**config.mk**
```make
export PLATFORM = sky130hd
export DESIGN_NAME = ram_parity_and_write_guard
export DESIGN_NICKNAME = d
export VERILOG_FILES = /design/src/design/ram_guard_pkg.sv /design/src/design/ram_parity_and_write_guard.sv
export SDC_FILE = /design/constraint.sdc
export NUM_CORES = 1
export LEC_CHECK = 0
export BUFFER_PORTS_ARGS = -buffer_cell sky130_fd_sc_hd__buf_2
export CORE_ASPECT_RATIO = 0.5
export CORE_MARGIN = 2
export CORE_UTILIZATION = 45
export DETAILED_ROUTE_END_ITERATION = 16
export GPL_ROUTABILITY_DRIVEN = 0
export HOLD_SLACK_MARGIN = 0.1
export PLACE_DENSITY = 0.8
export SYNTH_ARGS = -nofsm -noshare
export SYNTH_HDL_FRONTEND = slang
export SYNTH_SLANG_ARGS = --single-unit
```
**constraint.sdc**
```tcl
create_clock -name clk -period 2.2 [get_ports clk]
set_clock_uncertainty 0.2 [all_clocks]
set_input_delay 0.22 -clock clk [delete_from_list [all_inputs] [get_ports clk]]
set_output_delay 0.22 -clock clk [all_outputs]
set_load 0.01 [all_outputs]
```
**src/design/ram_guard_pkg.sv**
```systemverilog
package ram_guard_pkg;

  localparam int ADDR_W = 24;
  localparam int DATA_W = 32;
  localparam int IDX_W  = 22;
  localparam int CPU_AW = 20;
  localparam int RAM_AW = 12;
  localparam int EV_W   = 2;

  // RAM window seen by the CPU
  localparam logic [CPU_AW-1:0] RAM_BASE = 20'hfe000;

  // Register indices; byte address is four times the index
  localparam logic [IDX_W-1:0] IDX_ACCESS_GUARD = 22'h0f0078;
  localparam logic [IDX_W-1:0] IDX_PARITY_CTRL  = 22'h0f00f5;
  localparam logic [IDX_W-1:0] IDX_IRQ_STATUS   = 22'h0f0100;
  localparam logic [IDX_W-1:0] IDX_IRQ_MASK     = 22'h0f0101;
  localparam logic [IDX_W-1:0] IDX_RESET_CAUSE  = 22'h0f0102;

  localparam logic [7:0] REG_RESET = 8'h00;

  // access_guard_control fields
  localparam int AG_DETECT_BIT = 7;
  localparam int AG_SIZE_HI    = 5;
  localparam int AG_SIZE_LO    = 4;
  localparam int AG_PORT_BIT   = 2;
  localparam int AG_IRQ_BIT    = 1;
  localparam int AG_SYS_BIT    = 0;
  localparam logic [7:0] AG_WMASK  = 8'hb7;
  localparam logic [7:0] AG_STICKY = 8'h80;

  // ram_parity_control fields
  localparam int PC_MASK_BIT = 7;
  localparam int PC_FLAG_BIT = 0;

  // Event bits of irq status and mask
  localparam int EV_PARITY  = 0;
  localparam int EV_ILLEGAL = 1;

  // reset_cause_register bits
  localparam int CAUSE_ILLEGAL = 0;
  localparam int CAUSE_PARITY  = 1;

  // Guarded region sizes in bytes
  localparam logic [RAM_AW-1:0] GUARD_NONE = 12'h000;
  localparam logic [RAM_AW-1:0] GUARD_128  = 12'h080;
  localparam logic [RAM_AW-1:0] GUARD_256  = 12'h100;
  localparam logic [RAM_AW-1:0] GUARD_512  = 12'h200;

  localparam logic [1:0] RESP_OKAY   = 2'h0;
  localparam logic [1:0] RESP_SLVERR = 2'h2;

  typedef enum logic [2:0] {
    KIND_NONE      = 3'h0,
    KIND_RAM       = 3'h1,
    KIND_PORT_CFG  = 3'h2,
    KIND_PORT_DATA = 3'h3,
    KIND_IRQ       = 3'h4,
    KIND_SYS_CTRL  = 3'h5,
    KIND_OTHER_SFR = 3'h6
  } access_kind_t;

  typedef enum logic [1:0] {
    WR_IDLE = 2'h0,
    WR_RESP = 2'h1
  } wr_state_t;

  typedef enum logic [1:0] {
    RD_IDLE = 2'h0,
    RD_DATA = 2'h1
  } rd_state_t;

  typedef struct packed {
    logic              valid;
    logic              write;
    logic              fetch;
    access_kind_t      kind;
    logic [CPU_AW-1:0] addr;
    logic [7:0]        wdata;
  } cpu_req_t;

  typedef struct packed {
    logic       valid;
    logic [7:0] data;
  } cpu_rsp_t;

  typedef struct packed {
    logic              en;
    logic              we;
    logic [RAM_AW-1:0] addr;
    logic [8:0]        wdata;
  } ram_req_t;

  typedef struct packed {
    logic              en;
    logic              we;
    logic [CPU_AW-1:0] addr;
    logic [7:0]        wdata;
  } sfr_req_t;

  typedef struct packed {
    wr_state_t         wr;
    rd_state_t         rd;
    logic              awReady;
    logic              wReady;
    logic              awGot;
    logic              wGot;
    logic [ADDR_W-1:0] awAddr;
    logic [7:0]        wData;
    logic              wLane0;
    logic              bValid;
    logic [1:0]        bResp;
    logic              arReady;
    logic              rValid;
    logic [DATA_W-1:0] rData;
    logic [1:0]        rResp;
    logic [7:0]        guardCtl;
    logic [7:0]        parityCtl;
    logic [EV_W-1:0]   irqStatus;
    logic [EV_W-1:0]   irqMask;
    logic [1:0]        cause;
    ram_req_t          ram;
    sfr_req_t          sfr;
    logic              pendRam;
    logic              pendChk;
    logic              pendSfr;
    cpu_rsp_t          rsp;
    logic              intReset;
    logic              irq;
  } state_t;

endpackage

```
**src/design/ram_parity_and_write_guard.sv**
```systemverilog
// The implementer's own choice: the AXI4-Lite register port.
`timescale 1ns/1ps
// Behaviour
// - Parity bit generated on each RAM byte write, checked on data read.
// - Parity error raises internal reset unless reset mask bit 7 set.
// - Parity error flag bit 0 reads one after an error, else zero.
// - Illegal access reset sets illegal access flag in reset cause.
// - Guarded RAM reads return data; writes dropped silently.
// - Guard size field: none, 128, 256 or 512 bytes from RAM base.
// - Detect enable sticks once set; only reset clears it.
// - Watchdog option forces illegal access detection on.
// - Detected illegal access with detection on raises internal reset.
// - Bit 7 of access guard control enables illegal access detection.
// - Port guard blocks port configuration writes, reads stay allowed.
// - Port output data registers stay writable always.
// - Interrupt guard blocks interrupt control writes, reads allowed.
// - System guard blocks clock, voltage and parity control writes.
// - Blocked writes leave target unchanged, no error, no reset.
// - Both control registers reset to zero.
module ram_parity_and_write_guard
  import ram_guard_pkg::*;
(
  input  wire logic              clk,
  input  wire logic              reset,
  input  wire logic              ce,
  input  wire logic [ADDR_W-1:0] s_axi_awaddr,
  input  wire logic              s_axi_awvalid,
  output      logic              s_axi_awready,
  input  wire logic [DATA_W-1:0] s_axi_wdata,
  input  wire logic [3:0]        s_axi_wstrb,
  input  wire logic              s_axi_wvalid,
  output      logic              s_axi_wready,
  output      logic [1:0]        s_axi_bresp,
  output      logic              s_axi_bvalid,
  input  wire logic              s_axi_bready,
  input  wire logic [ADDR_W-1:0] s_axi_araddr,
  input  wire logic              s_axi_arvalid,
  output      logic              s_axi_arready,
  output      logic [DATA_W-1:0] s_axi_rdata,
  output      logic [1:0]        s_axi_rresp,
  output      logic              s_axi_rvalid,
  input  wire logic              s_axi_rready,
  input  wire cpu_req_t          cpuReq,
  output      cpu_rsp_t          cpuRsp,
  output      ram_req_t          ramReq,
  input  wire logic [8:0]        ramRdata,
  output      sfr_req_t          sfrReq,
  input  wire logic [7:0]        sfrRdata,
  input  wire logic              watchdogOptionOn,
  output      logic              intResetReq,
  output      logic              irq
);

  ////////////////////////////////////////////////////////////////////////////
  // Decoding helpers

  function automatic logic regHit(input logic [ADDR_W-1:0] a,
                                  input logic [IDX_W-1:0]  idx);
    regHit = (a[ADDR_W-1:2] == idx);
  endfunction

  // Stored bit makes every nine-bit RAM word even
  function automatic logic parityOf(input logic [7:0] d);
    parityOf = ^d;
  endfunction

  // Unknown targets, and fetches from anywhere but RAM
  function automatic logic isIllegal(input cpu_req_t r);
    isIllegal = (r.kind == KIND_NONE) ||
                (r.fetch && (r.kind != KIND_RAM));
  endfunction

  // Write one to clear; events are merged afterwards so a set wins
  function automatic logic [EV_W-1:0] w1c(input logic [EV_W-1:0] cur,
                                          input logic [EV_W-1:0] clr);
    w1c = cur & ~clr;
  endfunction

  function automatic logic [RAM_AW-1:0] guardSize(input logic [7:0] g);
    logic [1:0] sel;
    sel = {g[AG_SIZE_HI], g[AG_SIZE_LO]};
    case (sel)
      2'h1:    guardSize = GUARD_128;
      2'h2:    guardSize = GUARD_256;
      2'h3:    guardSize = GUARD_512;
      default: guardSize = GUARD_NONE;
    endcase
  endfunction

  // Guarded window always starts at the RAM base
  function automatic logic ramGuarded(input logic [RAM_AW-1:0] off,
                                      input logic [7:0]        g);
    ramGuarded = (off < guardSize(g));
  endfunction

  // Port data and other SFRs are never guarded
  function automatic logic sfrGuarded(input access_kind_t k,
                                      input logic [7:0]   g);
    case (k)
      KIND_PORT_CFG:  sfrGuarded = g[AG_PORT_BIT];
      KIND_PORT_DATA: sfrGuarded = 1'b0;
      KIND_IRQ:       sfrGuarded = g[AG_IRQ_BIT];
      KIND_SYS_CTRL:  sfrGuarded = g[AG_SYS_BIT];
      default:        sfrGuarded = 1'b0;
    endcase
  endfunction

  // Returns hit flag above the read word
  function automatic logic [DATA_W:0] regRead(input logic [ADDR_W-1:0] a,
                                              input state_t st);
    logic [DATA_W-1:0] d;
    logic              h;
    d = '0;
    h = 1'b1;
    if (regHit(a, IDX_ACCESS_GUARD)) begin
      d[7:0] = st.guardCtl;
    end else if (regHit(a, IDX_PARITY_CTRL)) begin
      d[7:0] = st.parityCtl;
    end else if (regHit(a, IDX_IRQ_STATUS)) begin
      d[EV_W-1:0] = st.irqStatus;
    end else if (regHit(a, IDX_IRQ_MASK)) begin
      d[EV_W-1:0] = st.irqMask;
    end else if (regHit(a, IDX_RESET_CAUSE)) begin
      d[1:0] = st.cause;
    end else begin
      h = 1'b0;
    end
    regRead = {h, d};
  endfunction

  ////////////////////////////////////////////////////////////////////////////
  // State

  state_t s;
  state_t n;

  logic              evParity;
  logic              evIllegal;
  logic              detectOn;
  logic              illegal;
  logic [RAM_AW-1:0] ramOff;
  logic [DATA_W:0]   rdWord;
  logic              hit;

  always_comb begin
    n         = s;
    evParity  = 1'b0;
    evIllegal = 1'b0;
    detectOn  = s.guardCtl[AG_DETECT_BIT] | watchdogOptionOn;
    illegal   = 1'b0;
    ramOff    = '0;
    rdWord    = '0;
    hit       = 1'b0;

    // Pulses default low
    n.ram.en    = 1'b0;
    n.ram.we    = 1'b0;
    n.sfr.en    = 1'b0;
    n.sfr.we    = 1'b0;
    n.rsp.valid = 1'b0;
    n.intReset  = 1'b0;
    n.pendRam   = 1'b0;
    n.pendChk   = 1'b0;
    n.pendSfr   = 1'b0;

    //////////////////////////////////////////////////////////////////////////
    // Read data returning from the targets

    if (s.pendRam) begin
      n.rsp.valid = 1'b1;
      n.rsp.data  = ramRdata[7:0];
      // Fetches skip the check: code bytes may hold stale parity
      if (s.pendChk &&
          (parityOf(ramRdata[7:0]) != ramRdata[8])) begin
        evParity = 1'b1;
      end
    end
    if (s.pendSfr) begin
      n.rsp.valid = 1'b1;
      n.rsp.data  = sfrRdata;
    end

    //////////////////////////////////////////////////////////////////////////
    // CPU accesses

    // One read at a time: a second would collide on cpuRsp
    if (cpuReq.valid) begin
      illegal = isIllegal(cpuReq);
      if (illegal) begin
        // Never forwarded; a read still answers so the CPU cannot hang
        evIllegal = 1'b1;
        if (!cpuReq.write) begin
          n.rsp.valid = 1'b1;
          n.rsp.data  = '0;
        end
      end else if (cpuReq.kind == KIND_RAM) begin
        ramOff = RAM_AW'(cpuReq.addr - RAM_BASE);
        if (cpuReq.write) begin
          if (!ramGuarded(ramOff, s.guardCtl)) begin
            n.ram.en    = 1'b1;
            n.ram.we    = 1'b1;
            n.ram.addr  = ramOff;
            n.ram.wdata = {parityOf(cpuReq.wdata), cpuReq.wdata};
          end
        end else begin
          n.ram.en   = 1'b1;
          n.ram.addr = ramOff;
          n.pendRam  = 1'b1;
          n.pendChk  = !cpuReq.fetch;
        end
      end else begin
        if (cpuReq.write) begin
          // Blocked write never reaches the target
          if (!sfrGuarded(cpuReq.kind, s.guardCtl)) begin
            n.sfr.en    = 1'b1;
            n.sfr.we    = 1'b1;
            n.sfr.addr  = cpuReq.addr;
            n.sfr.wdata = cpuReq.wdata;
          end
        end else begin
          n.sfr.en   = 1'b1;
          n.sfr.addr = cpuReq.addr;
          n.pendSfr  = 1'b1;
        end
      end
    end

    //////////////////////////////////////////////////////////////////////////
    // AXI write channel
    // Address and data come in either order; the first waits for the other

    case (s.wr)
      WR_IDLE: begin
        if (s_axi_awvalid && s.awReady) begin
          n.awGot  = 1'b1;
          n.awAddr = s_axi_awaddr;
        end
        if (s_axi_wvalid && s.wReady) begin
          n.wGot   = 1'b1;
          n.wData  = s_axi_wdata[7:0];
          n.wLane0 = s_axi_wstrb[0];
        end
        if (n.awGot && n.wGot) begin
          n.awGot  = 1'b0;
          n.wGot   = 1'b0;
          n.bValid = 1'b1;
          n.bResp  = RESP_OKAY;
          n.wr     = WR_RESP;
          if (regHit(n.awAddr, IDX_ACCESS_GUARD)) begin
            if (n.wLane0) begin
              // Detect enable can only be raised here
              n.guardCtl = (n.wData & AG_WMASK) |
                           (s.guardCtl & AG_STICKY);
            end
          end else if (regHit(n.awAddr, IDX_PARITY_CTRL)) begin
            if (n.wLane0 && !s.guardCtl[AG_SYS_BIT]) begin
              n.parityCtl[PC_MASK_BIT] = n.wData[PC_MASK_BIT];
              if (!n.wData[PC_FLAG_BIT]) begin
                n.parityCtl[PC_FLAG_BIT] = 1'b0;
              end
            end
          end else if (regHit(n.awAddr, IDX_IRQ_STATUS)) begin
            if (n.wLane0) begin
              n.irqStatus = w1c(s.irqStatus, n.wData[EV_W-1:0]);
            end
          end else if (regHit(n.awAddr, IDX_IRQ_MASK)) begin
            if (n.wLane0) begin
              n.irqMask = n.wData[EV_W-1:0];
            end
          end else if (regHit(n.awAddr, IDX_RESET_CAUSE)) begin
            if (n.wLane0) begin
              n.cause = w1c(s.cause, n.wData[1:0]);
            end
          end else begin
            n.bResp = RESP_SLVERR;
          end
        end
      end
      WR_RESP: begin
        if (s_axi_bready) begin
          n.bValid = 1'b0;
          n.wr     = WR_IDLE;
        end
      end
      default: begin
        n.wr     = WR_IDLE;
        n.bValid = 1'b0;
      end
    endcase

    //////////////////////////////////////////////////////////////////////////
    // AXI read channel
    // Data is captured at the handshake and held until rready

    case (s.rd)
      RD_IDLE: begin
        if (s_axi_arvalid && s.arReady) begin
          rdWord   = regRead(s_axi_araddr, s);
          hit      = rdWord[DATA_W];
          n.rData  = rdWord[DATA_W-1:0];
          n.rResp  = hit ? RESP_OKAY : RESP_SLVERR;
          n.rValid = 1'b1;
          n.rd     = RD_DATA;
        end
      end
      RD_DATA: begin
        if (s_axi_rready) begin
          n.rValid = 1'b0;
          n.rd     = RD_IDLE;
        end
      end
      default: begin
        n.rd     = RD_IDLE;
        n.rValid = 1'b0;
      end
    endcase

    //////////////////////////////////////////////////////////////////////////
    // Events; applied after software writes so a set wins over a clear

    if (evParity) begin
      n.parityCtl[PC_FLAG_BIT] = 1'b1;
      n.irqStatus[EV_PARITY]   = 1'b1;
      if (!s.parityCtl[PC_MASK_BIT]) begin
        n.intReset            = 1'b1;
        n.cause[CAUSE_PARITY] = 1'b1;
      end
    end
    if (evIllegal) begin
      n.irqStatus[EV_ILLEGAL] = 1'b1;
      if (detectOn) begin
        n.intReset             = 1'b1;
        n.cause[CAUSE_ILLEGAL] = 1'b1;
      end
    end

    // Readies follow the next state so a finished write reopens at once
    n.awReady = (n.wr == WR_IDLE) && !n.awGot;
    n.wReady  = (n.wr == WR_IDLE) && !n.wGot;
    n.arReady = (n.rd == RD_IDLE);
    n.irq     = |(n.irqStatus & n.irqMask);
  end

  // Clock enable freezes everything, including pending read checks
  always_ff @(posedge clk) begin
    if (reset) begin
      s           <= '0;
      s.guardCtl  <= REG_RESET;
      s.parityCtl <= REG_RESET;
    end else if (ce) begin
      s <= n;
    end
  end

  ////////////////////////////////////////////////////////////////////////////
  // Outputs

  // Straight from the state register, no logic after the flops
  assign s_axi_awready = s.awReady;
  assign s_axi_wready  = s.wReady;
  assign s_axi_bvalid  = s.bValid;
  assign s_axi_bresp   = s.bResp;
  assign s_axi_arready = s.arReady;
  assign s_axi_rvalid  = s.rValid;
  assign s_axi_rdata   = s.rData;
  assign s_axi_rresp   = s.rResp;
  assign cpuRsp        = s.rsp;
  assign ramReq        = s.ram;
  assign sfrReq        = s.sfr;
  assign intResetReq   = s.intReset;
  assign irq           = s.irq;

endmodule

```
==> run summary <==
Initial DRT Pass Iterations - 6
H-tree Lvls - 4
Failing checks - negative setup slack
Outcome - complete, but fails checks
Max-cap violation count - 0
Final worst-path cycle share - 105.4%
Top-area cell type share of the netlist area - 39.28%
Die Footprint - 0.01565 mm2
Predominant post-synthesis flop cell - dfxtp_1
Power per cell area - 680.4 mW/mm2
Library cells used by synthesis - 75
Setup violations, final - 11
Fin cells - 1,216
Share of cells above drive strength 1 - 33.73%
Final Max Tran Viols - 0
Met1 GRT Util - 27.12%
Top Usage Layer GRT - met2
Leakage power - 3.921 nW
Height of the die - 89.47 um
# port buffers - 187
Remaining antenna violation count - 0
Largest cells by area after synthesis - dfxtp_1 39%, buf_4 11%, mux2i_1 9.1%
Fmax - 0.4314 GHz
Final Core Density - 63.95%
Mapped Cells - 755
Core outline area - 0.01435 mm2
Final nets - 1,152
DRT Wirelength - 20,470 um
WP data required - 2310 ps
RSZ-0062 raised after global routing - yes
Buffers from clock root to sink, at most - 2
GRT Resource Usage Total - 23.95%
Clock Sinks - 129
Hold Path Class - primary input to flop
Measured slew at the worst slew-check pin - 652.4 ps
Worst VDD drop - 580.9 uV
Initial core utilization - 45.81%
Hold WS - 119.9 ps
Worst setup EP type - flop
Placed Area - 0.007391 mm2
Setup TNS - -655.3 ps
Synth-to-Final Area Change - 39.61%
Largest net degree at the start of global routing - 42
Async SR Flop Fraction - 0%
Pwr Total - 6.244 mW
Crit path buffers/inverters - 2
Seq cells post-synth - 129
EDFF count, synth - 0
Total CTS buffers - 17
Initial antenna violation count - 0
Clock-pin slew on the worst setup and hold paths - 60 ps
Vias per cell - 5.330
Vias - 6,481
Yosys Warn Count - 0
WP data arrival - 2430 ps
Dpl hpwl - 12,120 um
Post-Syn Area - 0.006574 mm2
Layout fillers - 1,082
Hold Fails Final Rpt - 0
GR Overflow Total - 0
CP Class - flop to flop
DP Worst Slack - -108.6 ps
Number of global-route vias before repair - 6,055
Met2 usage - 44.16%
First-pass GRT wire length - 29,580 um
Crit path launch type - flop
Critical path, cell by cell - and2_4 -> a21oi_2 -> buf_4 -> a211o_1 -> nor4_4 -> buf_6 -> nor2_1 -> a311oi_2
Top Family by Delay on Critical Path - compound AO/OA/AOI/OAI gates
Max_slew headroom - 56.35%
Starting DRT DRC Count - 405
Clock latency on the worst-skew pair - 420 ps
Final WS setup - -117.9 ps
Syn_area_per_cell - 8.707 um2
Area leader, netlist - dfxtp_1
Inst Count DP - 1,087
Clk root buf - clkbuf_16
Num rows - 31
Routed len/inst - 16.83 um
Crit Path Max Fanout - 8
Die X - 174.9 um
CTS tree - yes
DRC Markers - 0
Tmin final - 2318 ps
Post-Layout Inst Area - 0.009178 mm2
CP peak stage delay - 410 ps
Ports - 249
Seq/Total Area, Yosys - 39.28%
CP max-delay cell - dfxtp_4
GR met3 Demand/Resource - 5.612%
==> kinds of logic (layout without fill, tap and decap cells) <==
family	after synthesis	in the layout	share of synthesized area (%)
AOI/OAI and AO/OA	130	130	13.76
xor gates and xnor gates	14	14	2.075
adders and majority gates	2	2	0.3806
buffers and inverters	140	375	14.67
DFF	129	129	39.28
muxes	64	64	9.821
other	1	29	0.05704
and+or+nand+nor	275	275	19.95
==> state kept, by name, summed over array words and instances (netlist names) <==
signal	count
s_axi_bresp	1
s_axi_rdata	6
irq	1
intResetReq	1
ramReq	23
s	52
sfrReq	30
s_axi_rvalid	1
cpuRsp	9
s_axi_bvalid	1
s_axi_arready	1
s_axi_rresp	1
s_axi_wready	1
s_axi_awready	1
==> routing by layer <==
metal  vias to the layer above  wire length [um]
met1                      3039              8109
li1                       3009                 -
met4                         0               759
met5                         -                 0
met3                        79              1357
met2                       354             10240
==> power by group <==
| part | switching (mW) | internal (mW) | leakage (nW) |
|---|---|---|---|
| Combinational | 0.419 | 0.407 | 2.59 |
| Clock | 1.09 | 1.89 | 0.283 |
| Sequential | 0.0451 | 2.40 | 1.05 |
| Total | 1.56 | 4.69 | 3.92 |
==> area by class of cell <==
type                       instances  area (um2)  area share (%)
antenna                            1       2.502         0.02727
clock buffer                      17       425.4           4.635
clock inverter                    13       188.9           2.059
inverter                           4       15.01          0.1636
multi-input combinational        513        3304           36.01
sequential                       129        2597           28.30
tap                              198       247.7           2.699
timing repair buffer             341        2396           26.11
==> final timing paths <==
path         slack, ps              to  cells past startpoint       startpoint
min reg2reg        250          s[158]                      2           s[158]
max reg2reg       -120           s[86]                      8    s_axi_awready
min                120  s_axi_rdata[7]                      4  s_axi_araddr[5]
max               -120           s[86]                      8    s_axi_awready
==> repair_timing <==
action	in CTS	in global routing
hold buffers	87	0
endpoints found under the setup margin	24	41
resized for setup	9	38
hold endpoints to repair	113	0
gates cloned	0	2
buffers inserted	1	9
pin swaps	2	21
==> worst reg2reg max path, stage by stage, from the launching register on <==
cell      delay, ps
dfxtp_4         410
and2_4          210
a21oi_2          80
buf_4           150
a211o_1         320
nor4_4          380
buf_6           170
nor2_1           50
a311oi_2        240
==> cells in the mapped netlist, drive strengths merged, types with 3 or more instances <==
library cell / number
o22ai: 9
a311oi: 3
or2: 3
a21oi: 51
nand4b: 7
mux2: 4
xnor2: 11
nor4: 10
o21a: 8
nand2b: 7
and2: 6
buf: 113
dfxtp: 129
inv: 3
a21o: 4
nor3: 16
clkbuf: 23
a31oi: 5
mux2i: 60
o31a: 3
a211oi: 13
nor2b: 3
nand3: 14
nand4: 5
nor4b: 3
nor2: 107
o21ai: 10
nand2: 81
==> layout by cell type (no fill, tap or decap), drive strengths merged, types with 6 or more instances in the layout <==
cell         synthesis  routed
nor4                10      10
nand3               14      14
o22ai                9       9
nand2b               7       7
nor2               107     107
a21oi               51      51
dlygate4sd3          0      86
conb                 1      28
dfxtp              129     129
nand2               81      81
clkbuf              23      18
a211oi              13      13
nand4b               7       7
o21a                 8       8
nor3                16      16
and2                 6       6
buf                113     253
o21ai               10      10
xnor2               11      11
mux2i               60      60
(Power assumes the default switching activity.)
